==> config.mk <==
export PLATFORM = sky130hd
export DESIGN_NAME = flvm_regs
export DESIGN_NICKNAME = d
export VERILOG_FILES = /design/src/flvm_pkg.sv /design/src/flvm_step.sv /design/src/flvm_regs.sv
export SDC_FILE = /design/constraint.sdc
export NUM_CORES = 1
export LEC_CHECK = 0
export BUFFER_PORTS_ARGS = -buffer_cell sky130_fd_sc_hd__buf_2
export CELL_PAD_IN_SITES_DETAIL_PLACEMENT = 0
export CELL_PAD_IN_SITES_GLOBAL_PLACEMENT = 1
export CORE_UTILIZATION = 35
export DETAILED_ROUTE_END_ITERATION = 16
export MAX_ROUTING_LAYER = met4
export PLACE_DENSITY = 0.74
export SYNTH_ARGS = -nofsm -noshare
export SYNTH_HDL_FRONTEND = slang
export SYNTH_SLANG_ARGS = --single-unit
==> constraint.sdc <==
create_clock -name core_clk_in -period 8.05 [get_ports core_clk_in]
set_input_delay 1.61 -clock core_clk_in [delete_from_list [all_inputs] [get_ports core_clk_in]]
set_output_delay 1.61 -clock core_clk_in [all_outputs]
set_load 0.02 [all_outputs]
==> src/flvm_pkg.sv <==
/*
 * Package for the loop value / multiplier / sync register block: offsets,
 * field layouts, reset values, states and carrier structs.
 * Assumes a plain one-cycle register port on a single 40 MHz clock.
 */
package flvm_pkg;

	// ------------------------------------------------------------------
	// Register offsets (byte addresses)
	// ------------------------------------------------------------------
	localparam logic [7:0] OFS_CONTROL    = 8'h24;
	localparam logic [7:0] OFS_VALUE      = 8'h28;
	localparam logic [7:0] OFS_MULTIPLIER = 8'h2c;
	localparam logic [7:0] OFS_SYNC       = 8'h30;
	localparam logic [7:0] OFS_IRQ_STATUS = 8'h38;
	localparam logic [7:0] OFS_IRQ_MASK   = 8'h3c;

	// ------------------------------------------------------------------
	// Field positions
	// ------------------------------------------------------------------
	localparam int MODE_BIT     = 2;
	localparam int FETCH_BIT    = 7;
	localparam int ERR_LSB      = 16;
	localparam int COARSE_LSB   = 10;
	localparam int FINE_LSB     = 0;
	localparam int COARSE_MAX_STEP_LSB    = 26;
	localparam int FINE_MAX_STEP_LSB    = 16;
	localparam int FACTOR_LSB   = 0;
	localparam int IRQ_READY    = 0;
	localparam int IRQ_FACTOR   = 1;
	localparam int IRQ_W        = 2;

	// ------------------------------------------------------------------
	// Reset values and constants
	// ------------------------------------------------------------------
	localparam logic [31:0] VALUE_RST      = 32'h0000_0000;
	localparam logic [31:0] MULTIPLIER_RST = 32'h0000_0000;
	localparam logic [7:0]  SYNC_RST       = 8'h00;
	localparam logic [9:0]  FINE_MID       = 10'h200;
	localparam logic [1:0]  IRQ_MASK_RST   = 2'h0;
	// Reference period in system clocks between loop comparisons
	localparam logic [7:0]  REF_DIV_RST    = 8'h20;

	// ------------------------------------------------------------------
	// Carriers
	// ------------------------------------------------------------------
	typedef struct packed {
		logic [7:0]  addr;
		logic [31:0] wdata;
		logic        wr;
		logic        rd;
	} flvm_bus_t;

	typedef struct packed {
		logic [15:0] err;
		logic [5:0]  coarse;
		logic [9:0]  fine;
	} flvm_value_t;

	typedef struct packed {
		logic [5:0]  coarse_max_step;
		logic [9:0]  fine_max_step;
		logic [15:0] factor;
	} flvm_mult_t;

	typedef enum logic [1:0] {
		ST_IDLE,
		ST_COARSE,
		ST_FINE
	} flvm_lock_t;

endpackage : flvm_pkg

==> src/flvm_step.sv <==
/*
 * Step limiter: moves a calibration value toward a target by at most a
 * programmed step, saturating at the field range. Result is registered.
 * Assumes the caller holds inputs stable while load_in is high.
 */
`timescale 1ns/100ps
module flvm_step #(
	parameter int W = 10
) (
	// Clock and reset
	input  wire logic         core_clk_in,
	input  wire logic         rst_n_in,
	// Operands
	input  wire logic         load_in,
	input  wire logic         up_in,
	input  wire logic [W-1:0] cur_in,
	input  wire logic [W-1:0] max_step_in,
	input  wire logic [W-1:0] want_in,
	// Result
	output logic     [W-1:0]  next_out
);

	initial begin
		if (W < 2 || W > 16) $error("flvm_step: W out of range");
	end

	logic [W-1:0] step;
	logic [W:0]   sum;
	logic [W-1:0] res;

	always_comb begin
		step = (want_in < max_step_in) ? want_in : max_step_in;
		if (up_in) begin
			sum = {1'b0, cur_in} + {1'b0, step};
			res = sum[W] ? {W{1'b1}} : sum[W-1:0];
		end else begin
			sum = {1'b0, cur_in} - {1'b0, step};
			res = sum[W] ? '0 : sum[W-1:0];
		end
	end

	always_ff @(posedge core_clk_in) begin
		if (!rst_n_in) begin
			next_out <= '0;
		end else if (load_in) begin
			next_out <= res;
		end
	end

endmodule : flvm_step

==> src/flvm_regs.sv <==
/*
 * Loop value, multiplier and sync registers of a frequency-locked loop,
 * with a simple closed-loop tuner driven by measured cycle counts.
 * Assumes loop_count_in comes from a counter on this clock, pulsed by
 * loop_count_vld_in once per reference period, and a one-cycle reg port.
 */
// The strobed register port was left to the implementer.
`timescale 1ns/100ps
module flvm_regs (
	// Clock and reset
	input  wire logic                 core_clk_in,
	input  wire logic                 rst_n_in,
	// Register port
	input  wire flvm_pkg::flvm_bus_t  bus_in,
	output logic              [31:0]  rdata_out,
	// Loop measurement, cycles counted per reference period
	input  wire logic         [15:0]  loop_count_in,
	input  wire logic                 loop_count_vld_in,
	// Oscillator controls
	output logic              [5:0]   coarse_out,
	output logic              [9:0]   fine_out,
	output logic                      closed_loop_out,
	output logic                      loop_ready_flag_out,
	output logic                      locked_out,
	// Interrupt
	output logic                      irq_out
);

	typedef struct packed {
		logic                  mode;
		flvm_pkg::flvm_value_t live;
		flvm_pkg::flvm_value_t snap;
		flvm_pkg::flvm_mult_t  mult;
		flvm_pkg::flvm_lock_t  lock;
		logic                  fetch_pend;
		logic                  ready;
		logic                  step_pend;
		logic                  step_coarse;
		logic [flvm_pkg::IRQ_W-1:0] irq_st;
		logic [flvm_pkg::IRQ_W-1:0] irq_mask;
		logic                  locked;
		logic [31:0]           rdata;
		logic                  irq;
	} flvm_state_t;

	flvm_state_t s_q;
	flvm_state_t s_d;

	// ------------------------------------------------------------------
	// Elaboration checks
	// ------------------------------------------------------------------
	// Value and multiplier words are read back as whole structs, so the
	// field positions must match the struct packing exactly.
	initial begin
		if ($bits(flvm_pkg::flvm_value_t) != 32) begin
			$error("flvm_regs: value word is not 32 bits");
		end
		if ($bits(flvm_pkg::flvm_mult_t) != 32) begin
			$error("flvm_regs: multiplier word is not 32 bits");
		end
		if (flvm_pkg::FINE_LSB + 10 != flvm_pkg::COARSE_LSB) begin
			$error("flvm_regs: fine field does not meet coarse field");
		end
		if (flvm_pkg::COARSE_LSB + 6 != flvm_pkg::ERR_LSB) begin
			$error("flvm_regs: coarse field does not meet error field");
		end
		if (flvm_pkg::ERR_LSB + 16 != 32) begin
			$error("flvm_regs: error field does not end at bit 31");
		end
		if (flvm_pkg::FACTOR_LSB + 16 != flvm_pkg::FINE_MAX_STEP_LSB) begin
			$error("flvm_regs: factor field does not meet fine step");
		end
		if (flvm_pkg::FINE_MAX_STEP_LSB + 10 != flvm_pkg::COARSE_MAX_STEP_LSB) begin
			$error("flvm_regs: fine step does not meet coarse step");
		end
		if (flvm_pkg::COARSE_MAX_STEP_LSB + 6 != 32) begin
			$error("flvm_regs: coarse step does not end at bit 31");
		end
		if (int'(flvm_pkg::FINE_MID) * 2 != 1024) begin
			$error("flvm_regs: fine midpoint is not half the range");
		end
		if (flvm_pkg::MODE_BIT > 31) begin
			$error("flvm_regs: mode bit outside the control word");
		end
		if (flvm_pkg::FETCH_BIT > 7) begin
			$error("flvm_regs: fetch bit outside the sync register");
		end
		if (flvm_pkg::IRQ_READY >= flvm_pkg::IRQ_W) begin
			$error("flvm_regs: ready event bit outside status");
		end
		if (flvm_pkg::IRQ_FACTOR >= flvm_pkg::IRQ_W) begin
			$error("flvm_regs: factor event bit outside status");
		end
		if (flvm_pkg::IRQ_READY == flvm_pkg::IRQ_FACTOR) begin
			$error("flvm_regs: status events share one bit");
		end
	end

	// ------------------------------------------------------------------
	// Error computation and step limiters
	// ------------------------------------------------------------------
	logic [15:0] err_now;
	logic        err_up;
	logic [15:0] err_mag;
	logic [5:0]  coarse_nx;
	logic [9:0]  fine_nx;

	// A count above the factor wraps to a negative error; the sign bit
	// then steers both limiters downward.
	assign err_now = s_q.mult.factor - loop_count_in;
	assign err_up  = ~err_now[15];
	assign err_mag = err_now[15] ? 16'(-err_now) : err_now;

	// Limiters register their result: a step lands two cycles after the
	// count pulse, and step_pend carries the cycle in between.
	flvm_step #(.W(6)) u_coarse (
		.core_clk_in (core_clk_in),
		.rst_n_in    (rst_n_in),
		.load_in     (loop_count_vld_in),
		.up_in       (err_up),
		.cur_in      (s_q.live.coarse),
		.max_step_in (s_q.mult.coarse_max_step),
		.want_in     ((|err_mag[15:6]) ? 6'h3f : err_mag[5:0]),
		.next_out    (coarse_nx)
	);

	flvm_step #(.W(10)) u_fine (
		.core_clk_in (core_clk_in),
		.rst_n_in    (rst_n_in),
		.load_in     (loop_count_vld_in),
		.up_in       (err_up),
		.cur_in      (s_q.live.fine),
		.max_step_in (s_q.mult.fine_max_step),
		.want_in     ((|err_mag[15:10]) ? 10'h3ff : err_mag[9:0]),
		.next_out    (fine_nx)
	);

	// ------------------------------------------------------------------
	// Next state
	// ------------------------------------------------------------------
	logic        wr_val;
	logic        wr_mul;
	logic        wr_ctl;
	logic        wr_sync;
	logic        wr_mask;
	logic        rd_stat;
	logic [flvm_pkg::IRQ_W-1:0] ev;

	always_comb begin
		s_d = s_q;
		ev  = '0;
		wr_ctl  = bus_in.wr && bus_in.addr == flvm_pkg::OFS_CONTROL;
		wr_val  = bus_in.wr && bus_in.addr == flvm_pkg::OFS_VALUE;
		wr_mul  = bus_in.wr && bus_in.addr == flvm_pkg::OFS_MULTIPLIER;
		wr_sync = bus_in.wr && bus_in.addr == flvm_pkg::OFS_SYNC;
		wr_mask = bus_in.wr && bus_in.addr == flvm_pkg::OFS_IRQ_MASK;
		rd_stat = bus_in.rd && bus_in.addr == flvm_pkg::OFS_IRQ_STATUS;

		// ----------------------------------------------------------
		// Register writes
		// ----------------------------------------------------------
		if (wr_ctl) begin
			s_d.mode = bus_in.wdata[flvm_pkg::MODE_BIT];
		end
		// Only direct value writes are refused in closed loop; a factor
		// write may still centre the fine value.
		if (wr_val && !s_q.mode) begin
			s_d.live.coarse = bus_in.wdata[flvm_pkg::COARSE_LSB +: 6];
			s_d.live.fine   = bus_in.wdata[flvm_pkg::FINE_LSB +: 10];
		end
		if (wr_mask) begin
			s_d.irq_mask = bus_in.wdata[flvm_pkg::IRQ_W-1:0];
		end

		// ----------------------------------------------------------
		// Closed-loop tuning: measure, then apply the limited step
		// ----------------------------------------------------------
		s_d.step_pend = 1'b0;
		if (s_q.mode && loop_count_vld_in) begin
			s_d.live.err  = err_now;
			s_d.step_pend = 1'b1;
			if (s_q.lock == flvm_pkg::ST_IDLE) begin
				s_d.lock = flvm_pkg::ST_COARSE;
			end
			s_d.step_coarse = s_q.lock != flvm_pkg::ST_FINE;
		end
		if (s_q.mode && s_q.step_pend) begin
			if (s_q.step_coarse) begin
				s_d.live.coarse = coarse_nx;
				if (s_q.live.err == 16'h0000 ||
				    coarse_nx == s_q.live.coarse) begin
					s_d.lock = flvm_pkg::ST_FINE;
				end
			end else begin
				s_d.live.fine = fine_nx;
			end
		end
		if (!s_q.mode) begin
			s_d.lock = flvm_pkg::ST_IDLE;
		end

		// ----------------------------------------------------------
		// Factor write: restart the lock search from the midpoint
		// ----------------------------------------------------------
		if (wr_mul) begin
			s_d.mult.coarse_max_step  = bus_in.wdata[flvm_pkg::COARSE_MAX_STEP_LSB +: 6];
			s_d.mult.fine_max_step  = bus_in.wdata[flvm_pkg::FINE_MAX_STEP_LSB +: 10];
			s_d.mult.factor = bus_in.wdata[flvm_pkg::FACTOR_LSB +: 16];
			s_d.lock        = flvm_pkg::ST_IDLE;
			s_d.live.fine   = flvm_pkg::FINE_MID;
			s_d.step_pend   = 1'b0;
			ev[flvm_pkg::IRQ_FACTOR] = 1'b1;
		end

		// ----------------------------------------------------------
		// Value fetch: snapshot first, ready flag the cycle after
		// ----------------------------------------------------------
		s_d.ready = s_q.ready;
		if (wr_sync && bus_in.wdata[flvm_pkg::FETCH_BIT]) begin
			s_d.fetch_pend = 1'b1;
			s_d.ready      = 1'b0;
		end else if (s_q.fetch_pend) begin
			s_d.snap       = s_q.live;
			s_d.fetch_pend = 1'b0;
		end else if (!s_q.ready && !s_q.fetch_pend) begin
			s_d.ready = 1'b1;
			ev[flvm_pkg::IRQ_READY] = 1'b1;
		end
		// In open loop the snapshot follows the live value
		if (!s_q.mode && !s_q.fetch_pend) begin
			s_d.snap = s_d.live;
		end

		// ----------------------------------------------------------
		// Sticky status: read clears, a new event wins
		// ----------------------------------------------------------
		if (rd_stat) begin
			s_d.irq_st = '0;
		end
		s_d.irq_st = s_d.irq_st | ev;

		// ----------------------------------------------------------
		// Read data, valid in the cycle after the strobe
		// ----------------------------------------------------------
		s_d.rdata = 32'h0000_0000;
		if (bus_in.rd) begin
			case (bus_in.addr)
				flvm_pkg::OFS_CONTROL:
					s_d.rdata[flvm_pkg::MODE_BIT] = s_q.mode;
				flvm_pkg::OFS_VALUE:
					s_d.rdata = s_q.snap;
				flvm_pkg::OFS_MULTIPLIER:
					s_d.rdata = s_q.mult;
				flvm_pkg::OFS_SYNC:
					s_d.rdata = 32'h0000_0000;
				flvm_pkg::OFS_IRQ_STATUS:
					s_d.rdata[flvm_pkg::IRQ_W-1:0] = s_q.irq_st;
				flvm_pkg::OFS_IRQ_MASK:
					s_d.rdata[flvm_pkg::IRQ_W-1:0] = s_q.irq_mask;
				default:
					s_d.rdata = 32'h0000_0000;
			endcase
		end
		s_d.irq    = |(s_d.irq_st & s_d.irq_mask);
		s_d.locked = s_d.lock == flvm_pkg::ST_FINE;
	end

	// ------------------------------------------------------------------
	// State register
	// ------------------------------------------------------------------
	always_ff @(posedge core_clk_in) begin
		if (!rst_n_in) begin
			s_q            <= '0;
			s_q.live       <= flvm_pkg::VALUE_RST;
			s_q.snap       <= flvm_pkg::VALUE_RST;
			s_q.mult       <= flvm_pkg::MULTIPLIER_RST;
			s_q.lock       <= flvm_pkg::ST_IDLE;
			s_q.ready      <= 1'b1;
			s_q.irq_mask   <= flvm_pkg::IRQ_MASK_RST;
		end else begin
			s_q <= s_d;
		end
	end

	// ------------------------------------------------------------------
	// Outputs
	// ------------------------------------------------------------------
	assign rdata_out           = s_q.rdata;
	assign coarse_out          = s_q.live.coarse;
	assign fine_out            = s_q.live.fine;
	assign closed_loop_out     = s_q.mode;
	assign loop_ready_flag_out = s_q.ready;
	assign locked_out          = s_q.locked;
	assign irq_out             = s_q.irq;

endmodule : flvm_regs

# Word level (Yosys, flattened, before mapping)
# Index checks and enable logic that the tools add are counted.
[totals]
out_inout_bits = 52
regBits = 157
word_cells = 111
[op_classes]
magnitude_cmp = 2
bitwise = 3
n_reduce_logical = 27
add_sub_neg = 6
mux = 40
eq_ne = 11
[ops]
columns = ["cell", "n"]
rows = [
  ["$mux W32", 3],
  ["$mux W10", 7],
  ["$mux W16", 4],
  ["$pmux W29 S2", 1],
  ["$eq A8 B6 Y1 const B", 6],
  ["$mux W6", 6],
  ["$mux W2", 11],
  ["$logic_not A16 Y1", 1],
  ["$neg A16 Y16", 1],
  ["$sub A16 B16 Y16", 1],
  ["$logic_and A1 B1 Y1", 12],
  ["$add A10 B10 Y11", 1],
  ["$sub A10 B10 Y11", 1],
  ["$lt A10 B10 Y1", 1],
  ["$reduce_or A10 Y1", 1],
  ["$pmux W2 S4", 1],
  ["$add A6 B6 Y7", 1],
  ["$sub A6 B6 Y7", 1],
  ["$eq A6 B6 Y1", 1],
  ["$lt A6 B6 Y1", 1],
  ["$mux W1", 6],
  ["$reduce_and A2 Y1", 3],
  ["$reduce_or A6 Y1", 1],
  ["$ne A2 B1 Y1 const B", 2],
  ["11 further kinds", 15],
]

# Logic depth before layout (Yosys ltp)
# Gate-level depths: netlist of the first run.
[logic_depth]
ltp_word = 10
depth_mapped = 36
ltp_nobuf = 34

# By module
# Synthesis of the first run repeated with hierarchy kept, for this count alone.
[unflattened]
cells_unflattened = 1243
area_unflattened_um2 = 10349.9
[by_module_without_submodules]
columns = ["mod", "area_each_um2", "cells_per_inst", "instances"]
rows = [
  ["flvm_regs", 7493.4, 886, 1],
  ["flvm_step (u_fine)", 1805.5, 229, 1],
  ["flvm_step (u_coarse)", 1051.0, 128, 1],
]

# Worst setup path after synthesis of the first run
# OpenSTA, ideal clock, no wires.
[synth_path]
path_kind = "input to register"
startpoint = "in loop_count_in[0]"
endpoint = "reg u_fine.next_out[4]"
setup_ps = 116
t_arrival_ps = 8210
path_buffers = 3
required_ps = 7934
cell_stages = 34
setup_slack_ps = -276
cell_sequence = "ha_1 > inv_1 > fa_1 > a21o_1 > a221oi_4 > xor2_2 > o221ai_2 > nor3_2 > mux2i_1 > o22ai_1 > buf_2 > nand2_1 > ha_1 > a21o_1 > a21o_1 > a21o_1 > a21o_1 > a21o_1 > a31oi_1 > nand3_1 > o21ai_4 > buf_8 > mux2_4 > ha_1 > nand2b_1 > a21oi_1 > o21bai_1 > a21oi_1 > o2111a_1 > o21ai_0 > clkbuf_1 > o221ai_1 > a21oi_1 > nor2_1"
[synth_between]
elab_chain_len = 10
word_cells_on_any_way = 12
[synth_rtl]
columns = ["item", "line_no", "text"]
rows = [
  ["from (decl)", "flvm_regs.sv:17", "input wire logic [15:0] loop_count_in,"],
  ["$sub A16 B16 Y16 *", "flvm_regs.sv:110", "assign err_now = s_q.mult.factor - loop_count_in;"],
  ["$neg A16 Y16", "flvm_regs.sv:112", "assign err_mag = err_now[15] ? 16'(-err_now) : err_now;"],
  ["$mux W16", "flvm_regs.sv:112", ""],
  ["$reduce_or A6 Y1", "flvm_regs.sv:134", ".want_in ((|err_mag[15:10]) ? 10'h3ff : err_mag[9:0]),"],
  ["$mux W10", "flvm_regs.sv:134", ""],
  ["$lt A10 B10 Y1", "flvm_step.sv:32", "step = (want_in < max_step_in) ? want_in : max_step_in;"],
  ["$mux W10", "flvm_step.sv:32", ""],
  ["$add A10 B10 Y11 / $sub A10 B10 Y11 (equally long branches)", "flvm_step.sv:34, flvm_step.sv:37", ""],
  ["$mux W10 (on tied branches)", "flvm_step.sv:35, flvm_step.sv:38", ""],
  ["$mux W10 *", "flvm_step.sv:33", "if (up_in) begin"],
  ["to (signal assigned)", "flvm_step.sv:46", "next_out <= res;"],
  ["to (decl)", "flvm_step.sv:20", "output logic [W-1:0] next_out"],
]
# Mark *: on every way between the ends. The rest lies on a longest branch, timed or not.
# A chain may end at the register's enable or synchronous reset.

# Final worst setup path of the first run
[layout_path]
startpoint = "in loop_count_in[0]"
endpoint = "reg u_fine.next_out[9]"
# Same word-level chain as after synthesis.

==> results of run 1 <==
==> report_power, final <==
part           switching (W)  leakage (nW)  internal, W  total, W
combinational       0.000103          3.46    0.0000800  0.000183
sequential        0.00000410          1.27     0.000781  0.000785
clock               0.000403         0.295     0.000425  0.000827
==> layout make-up <==
type	count	area, um2	share of cell area
Clock inverter	15	187.7	0.01586
Tap cell	372	465.4	0.03932
Multi-Input combinational cell	884	5866	0.4956
Sequential cell	157	3143	0.2655
Antenna cell	1	2.502	0.0002114
Clock buffer	17	425.4	0.03594
Inverter	62	232.7	0.01966
Timing Repair Buffer	238	1514	0.1279
==> through the flow <==
stage	setup TNS, ns	std cells	hold WS (ns)	util
after floorplan	0	1213	0.4312	-
after global placement	-0.3055	1712	0.4394	0.4106
after detailed placement	-0.9367	1712	0.4423	0.4106
after CTS	0	1744	0.4532	0.4331
after global routing	-0.01068	1746	0.4709	0.4355
final	0	1746	0.4493	0.4355
==> cells in the mapped netlist, types with 5 or more instances <==
library cell / number
sky130_fd_sc_hd__a211oi_1: 14
sky130_fd_sc_hd__a21o_1: 18
sky130_fd_sc_hd__a21oi_1: 122
sky130_fd_sc_hd__a221oi_1: 7
sky130_fd_sc_hd__a22o_1: 6
sky130_fd_sc_hd__a22oi_1: 9
sky130_fd_sc_hd__and3_1: 8
sky130_fd_sc_hd__buf_2: 5
sky130_fd_sc_hd__buf_4: 48
sky130_fd_sc_hd__clkbuf_1: 54
sky130_fd_sc_hd__dfxtp_1: 157
sky130_fd_sc_hd__fa_1: 5
sky130_fd_sc_hd__ha_1: 62
sky130_fd_sc_hd__inv_1: 61
sky130_fd_sc_hd__mux2_2: 10
sky130_fd_sc_hd__mux2i_1: 67
sky130_fd_sc_hd__nand2_1: 171
sky130_fd_sc_hd__nand2b_1: 7
sky130_fd_sc_hd__nand3_1: 16
sky130_fd_sc_hd__nand4_1: 5
sky130_fd_sc_hd__nor2_1: 119
sky130_fd_sc_hd__nor2b_1: 12
sky130_fd_sc_hd__nor3_1: 14
sky130_fd_sc_hd__nor4_1: 9
sky130_fd_sc_hd__o211ai_1: 6
sky130_fd_sc_hd__o21ai_0: 56
sky130_fd_sc_hd__o21bai_1: 10
sky130_fd_sc_hd__o221ai_1: 10
sky130_fd_sc_hd__o22a_1: 5
sky130_fd_sc_hd__o22ai_1: 5
sky130_fd_sc_hd__or3_1: 6
sky130_fd_sc_hd__xnor2_1: 13
sky130_fd_sc_hd__xor2_1: 10
==> worst max path at each step <==
stage                     start            endpoint
2_1_floorplan  loop_count_in[0]  u_fine.next_out[2]
3_3_place_gp   loop_count_in[1]  u_fine.next_out[9]
3_5_place_dp   loop_count_in[1]  u_fine.next_out[9]
4_1_cts        loop_count_in[0]  u_fine.next_out[9]
5_1_grt        loop_count_in[0]  u_fine.next_out[9]
6_report       loop_count_in[0]  u_fine.next_out[9]
==> what timing repair did <==
item | 4_1_cts | 5_1_grt
buffers inserted | 0 | 1
resized for setup | 0 | 17
endpoints found under the setup margin | 0 | 10
==> critical path, delay by kind of cell <==
family / cells / cell delay [ns]
AOI/OAI and AO/OA: 19 / 3.73
xor gates and xnor gates: 1 / 0.21
adders and majority gates: 4 / 1.01
buffers and inverters: 3 / 0.28
muxes: 2 / 0.62
and+or+nand+nor: 4 / 0.68
==> per-layer routing <==
layer  track usage  vias up
li1              -     4510
met1        0.2905     4301
met2        0.3673      172
met3       0.03405       29
met4       0.05445        0
met5             -        -
==> flip-flops by register name (all words and copies together) (netlist names) <==
| signal | flops |
|---|---|
| locked_out | 1 |
| u_coarse.next_out | 6 |
| irq_out | 1 |
| u_fine.next_out | 10 |
| rdata_out | 32 |
| loop_ready_flag_out | 1 |
| coarse_out | 6 |
| s_q | 89 |
| closed_loop_out | 1 |
| fine_out | 10 |
==> cells by family (layout without fill, tap and decap cells) <==
| logic type | Yosys count | after routing | share of synthesized area |
|---|---|---|---|
| simple gates | 394 | 394 | 0.1801 |
| compound gates | 319 | 319 | 0.2137 |
| buf+inv | 172 | 332 | 0.08697 |
| flops | 157 | 157 | 0.3213 |
| mux | 80 | 80 | 0.08620 |
| fa+ha+maj | 67 | 67 | 0.08953 |
| xor+xnor | 24 | 24 | 0.02225 |
| other cells | 0 | 1 | 0 |
==> layout by cell type, fill, tap and decap left out, types with 14 or more instances in the layout <==
master	synthesis	routed
sky130_fd_sc_hd__a21o_1	18	18
sky130_fd_sc_hd__nor2_1	119	118
sky130_fd_sc_hd__a21oi_1	122	120
sky130_fd_sc_hd__buf_4	48	124
sky130_fd_sc_hd__ha_1	62	61
sky130_fd_sc_hd__mux2i_1	67	67
sky130_fd_sc_hd__buf_2	5	112
sky130_fd_sc_hd__clkbuf_16	0	17
sky130_fd_sc_hd__inv_1	61	61
sky130_fd_sc_hd__a211oi_1	14	14
sky130_fd_sc_hd__dfxtp_1	157	157
sky130_fd_sc_hd__nand2_1	171	171
sky130_fd_sc_hd__nor3_1	14	14
sky130_fd_sc_hd__nand3_1	16	16
sky130_fd_sc_hd__o21ai_0	56	52
==> impl_results.md, run 1 <==
- Synthesized area per cell: 8.065 um2
- Category of the most critical setup path: input port to flop
- Final worst-path cycle share: 0.9623
- Clock transition time at the flip-flop clock pins of the worst setup and hold paths: 0.07 ns
- Power density over the cells: 151.7 nW/um2
- TritonCTS buffer count: 17
- Worst-case hold path end point: s_q[105]
- Max-slew headroom: 0.3559
- Post-synthesis cell count: 1213
- Register bit count reported by yosys: 157
- Total nets after synthesis: roughly 1.3k
- Cell at the root of the clock tree: sky130_fd_sc_hd__clkbuf_16
- Fraction of synthesized cell area taken by the top area cell type: 0.3213
- Setup slack of the worst register-to-register path: 1.09 ns
- Area inside the core boundary: 27180 um2
- Total met2 wirelength after detailed routing: 14.74 mm
- Critical path required time: 8.42 ns
- Capture point of the worst reg-to-reg path: u_fine.next_out[9]
- Worst reg2reg startpoint: s_q[44]
- Largest area contributor in the synthesized netlist: sky130_fd_sc_hd__dfxtp_1
- Critical path capture point type: flop
- Hold Fails Final Rpt: 0
- Data arrival time of the critical path: 8.11 ns
- Wire length on met3: around 1.1 mm
- Leakage: 5.020 nW
- Routability congestion estimate from global placement: 0.9473
- Met1 WL: 14.47 mm
- Largest net degree at the start of global routing: 88
- Number of maximum-capacitance violations: 0
- Minimum period implied by the final worst setup slack: 7.747 ns
- Crit path max-delay cell type: sky130_fd_sc_hd__a221oi_4
- Maximum level of the CTS H-tree: 4
- EDFF count, synth: 0
- Clock Skew: 0.01642 ns
- Number of setup violations in the final report: 0
- Vertical die dimension: 169.2 um
- Final setup margin: 0.3034 ns
- Clock sink count: ~160
- Placed cell area: about 11000 um2
- Actual slew at the worst max-slew pin: around 0.97 ns
- Worst hold path startpoint: s_q[105]
- Number of vias in the routed layout: 9012
- Bufs on Longest Clock Path: 2
- Result of the run: completed
- Maximum clock frequency: 0.1291 GHz
- CP startpoint kind: input port
- IO Port Bufs: about 110
- Sequential fraction of the synthesis area: 0.3213
- Number of iterations in the first detailed-routing pass: 6
- Average routed wire per standard cell: 17.61 um
- DRC marker count from the first detailed-route iteration: 536
- Most area-consuming cells after synthesis: sky130_fd_sc_hd__dfxtp_1 (32%), sky130_fd_sc_hd__ha_1 (7.9%), sky130_fd_sc_hd__mux2i_1 (6.9%), sky130_fd_sc_hd__nand2_1 (6.6%), sky130_fd_sc_hd__a21oi_1 (6.2%)
- First-pass GRT wire length: 48.36 mm
- Insertion delay of the later-clocked pin in the worst-skew pair: 0.44 ns
- Instance count along the most critical hold path: 2
- Placed wire-length estimate after detailed placement: about 24 mm
- Die Span X: 169.2 um
- Total Wirelength: 30.75 mm
- Number of buffers added to fix hold violations after cts: 0
- Peak supply drop: between 0.1 and 0.15 mV
- TritonCTS clock tree: built
- Total Power: 0.001796 W
- Biggest cell delay along the critical path: 0.37 ns
- Ratio of cells with drive above 1 in the final layout: 0.2323
- Hold Path Class: flop to flop
- Initial cell density of the core: 0.3600
- Fin area: 11840 um2
- Worst-path fanout max: 4
- Post-synth cell types: 84
- Max Used Layer: met4
- Post-Place Worst Slack: -0.2263 ns
- Via count of the first global-routing pass: 8883
- Count of filler cells inserted in the layout: 2836
- Total routing usage reported by global routing: 0.2247
- Total DRC errors in the routed layout: 0
- Via count normalized by instance count: 5.162
- Count of nets left with antenna violations after detail routing: 0
- Warnings, synthesis: 0
- Most used flip-flop cell after synthesis: sky130_fd_sc_hd__dfxtp_1
- Number of nets in the layout: 1488
- I/O Pins: 113
- Overall overflow remaining after global route: 0
- Critical path's most frequent cell: sky130_fd_sc_hd__a21o_1
- Initial antenna violation count: 1
- Die area: 28620 um2
- Worst reg2reg path depth: 33
- Mapped Area: 9783 um2
- Post-synthesis to final-layout area growth: 20.99%
- Final-report max-slew violation count: 0
- Async set-reset flop share out of synthesis: 0
- Standard-cell row count: 60
Note: power is estimated with default switching activity, not from simulation.
==> inputs of run 2 (changes only) <==
CORE_UTILIZATION = 40   (was 35)
PLACE_DENSITY = 0.82   (was 0.74)
REMOVE_ABC_BUFFERS = 1   (was not set)
==> run 2 against run 1 <==
Worst hold slack got worse by 0.00088 ns. Fmax decreased by 0.54%. Final cell count down 3.4%. Highest routed layer unchanged.
==> impl_results.md, run 2 (synthesis gave the netlist of run 1 again) <==
- Minimum period implied by the final worst setup slack: 7.788 ns
- Critical path's most frequent cell: sky130_fd_sc_hd__a21o_1
- Capture point of the worst reg-to-reg path: u_fine.next_out[9]
- Number of nets in the layout: 1483
- Number of buffers added to fix hold violations after cts: 0
- Crit path max-delay cell type: sky130_fd_sc_hd__o311a_1
- Cell at the root of the clock tree: sky130_fd_sc_hd__clkbuf_16
- Initial antenna violation count: 0
- First-pass GRT wire length: 46.91 mm
- Total Wirelength: 30.01 mm
- Diode insertion count for antenna repair: 0
- Worst reg2reg path depth: 31
- Die Span X: roughly 160 um
- Internal power component: around 0.0013 W
- Initial cell density of the core: 0.4119
- Sequential group share of total power: 0.430
- Via count normalized by instance count: roughly 5.4
- Worst reg2reg startpoint: s_q[45]
- Total routing usage reported by global routing: 0.2527
- Overall overflow remaining after global route: 0
- Switching power share of the total: 0.2641
- Critical path capture point type: flop
- Final-report max-slew violation count: 0
- Most used cells in the layout excluding fill and tap cells: sky130_fd_sc_hd__nand2_1 (170), sky130_fd_sc_hd__dfxtp_1 (157), sky130_fd_sc_hd__a21oi_1 (119), sky130_fd_sc_hd__nor2_1 (119), sky130_fd_sc_hd__buf_4 (117)
- Start point of the critical path: loop_count_in[1]
- Data arrival time of the critical path: 8.15 ns
- Maximum level of the CTS H-tree: 4
- Final-layout worst hold slack: 0.4484 ns
- Utilization after layout: 0.4977
- Actual slew at the worst max-slew pin: roughly 0.87 ns
- Via count of the first global-routing pass: ~9k
- Number of iterations in the first detailed-routing pass: 7
- Insertion delay of the later-clocked pin in the worst-skew pair: between 0.4 and 0.5 ns
- Share of power burned in combinational logic: 0.103
- Clock transition time at the flip-flop clock pins of the worst setup and hold paths: 0.07 ns
- Total DRC errors in the routed layout: 0
- Leakage: 5.006 nW
- Area inside the core boundary: around 24000 um2
- Count of filler cells inserted in the layout: approximately 2.3k
- Average routed wire per standard cell: 17.79 um
- Result of the run: completed
- Ratio of cells with drive above 1 in the final layout: 0.2332
- Largest net degree at the start of global routing: 55
- Category of the most critical setup path: input port to flop
- Bufs on Longest Clock Path: 2
- Critical path endpoint: u_fine.next_out[9]
- Routability congestion estimate from global placement: 0.9581
- Most frequent standard cell in the layout excluding fill and tap cells: sky130_fd_sc_hd__nand2_1
- Clock power share: 0.467
- Biggest cell delay along the critical path: between 0.3 and 0.4 ns
- Die area: 25090 um2
- Setup slack of the worst register-to-register path: about 1.1 ns
- Top reg by flops: s_q
- Post-synthesis to final-layout area growth: 20.83%
- I/O Pins: 113
- Hold Fails Final Rpt: 0
- CP startpoint kind: input port
- DRC marker count from the first detailed-route iteration: 555
- Critical path required time: approximately 8.4 ns
- Standard-cell row count: 56
- TritonCTS buffer count: 17
- Worst-path fanout max: 6
- Hold Path Class: flop to flop
- Vertical die dimension: roughly 160 um
- Number of maximum-capacitance violations: 0
- Instance count along the most critical hold path: 2
- Clock sink count: 157
- IO Port Bufs: 112
- Total Power: 0.001828 W
- Max-slew headroom: 0.4188
- Switching Power: 0.0004827 W
- Placed wire-length estimate after detailed placement: 22.61 mm
- Maximum clock frequency: 0.1284 GHz
- Clock Skew: 0.01301 ns
- Peak supply drop: 0.1294 mV
- Number of flip-flops in the largest register: 89
- Final worst-path cycle share: 0.9675
- Count of nets left with antenna violations after detail routing: 0
- TritonCTS clock tree: built
- Power density over the cells: 154.6 nW/um2
- Number of vias in the routed layout: 9075
- Number of setup violations in the final report: 0
[run 2: cell count changes in the layout (fill, tap and decap cells not counted), sizes merged]
| cell | previous run | this run |
|---|---|---|
| clkinv | 6 | 3 |
| clkbuf | 17 | 19 |
| diode | 1 | 0 |
| buf | 238 | 233 |
| inv | 70 | 69 |
| bufinv | 0 | 2 |
[run 2: layout make-up]
| type | instances | area, um2 | area share |
|---|---|---|---|
| Clock buffer | 19 | 442.9 | 0.03747 |
| Multi-Input combinational cell | 884 | 5933 | 0.5019 |
| Inverter | 62 | 232.7 | 0.01969 |
| Tap cell | 319 | 399.1 | 0.03376 |
| Sequential cell | 157 | 3143 | 0.2659 |
| Clock inverter | 13 | 175.2 | 0.01482 |
| Timing Repair Buffer | 233 | 1495 | 0.1265 |
[run 2: worst max-delay path, delay by kind of cell]
| kind | cells | cell delay, ns |
|---|---|---|
| mux | 1 | 0.32 |
| buf+inv | 4 | 0.50 |
| simple gates | 6 | 0.97 |
| compound gates | 18 | 3.60 |
| xor+xnor | 1 | 0.32 |
| fa+ha+maj | 3 | 0.84 |
[run 2: how the worst min path moves through the flow]
stage	slack, ns	end	start
6_report	0.45	s_q[106]	s_q[106]
5_1_grt	0.47	s_q[92]	s_q[92]
4_1_cts	0.45	s_q[107]	s_q[107]
3_5_place_dp	0.44	s_q[106]	s_q[106]
3_3_place_gp	0.44	s_q[106]	s_q[106]
2_1_floorplan	0.43	s_q[100]	s_q[100]
[run 2: what timing repair did]
item                                    CTS  global route
endpoints found under the setup margin    0            11
gates resized for setup                   0            34
setup buffers                             0             4
[run 2: layer usage]
metal	routed length [um]	track usage
met5	0	-
met4	682	0.09203
met3	1271	0.03076
met2	14270	0.4127
met1	13790	0.3202
[run 2: power by group through the flow]
stage / Sequential (W) / Combinational, W / Clock (W)
after floorplan: 0.000801 / 0.0000871 / 0
after detailed placement: 0.000803 / 0.000180 / 0
final: 0.000785 / 0.000188 / 0.000854
after global routing: 0.000786 / 0.000204 / 0.000896
after global placement: 0.000803 / 0.000180 / 0
after CTS: 0.000785 / 0.000181 / 0.000867
[run 2: metrics by stage]
step / std cells / setup TNS [ns] / area (um2) / worst slack, ns
3_3_place_gp: 1650 / -1.903 / 11030 / -0.2687
3_5_place_dp: 1650 / -3.284 / 11030 / -0.3948
4_1_cts: 1682 / 0 / 11650 / 0.03696
2_1_floorplan: 1103 / -8.897 / 9165 / -0.9735
5_1_grt: 1687 / -0.008530 / 11820 / -0.004501
6_report: 1687 / 0 / 11820 / 0.2617
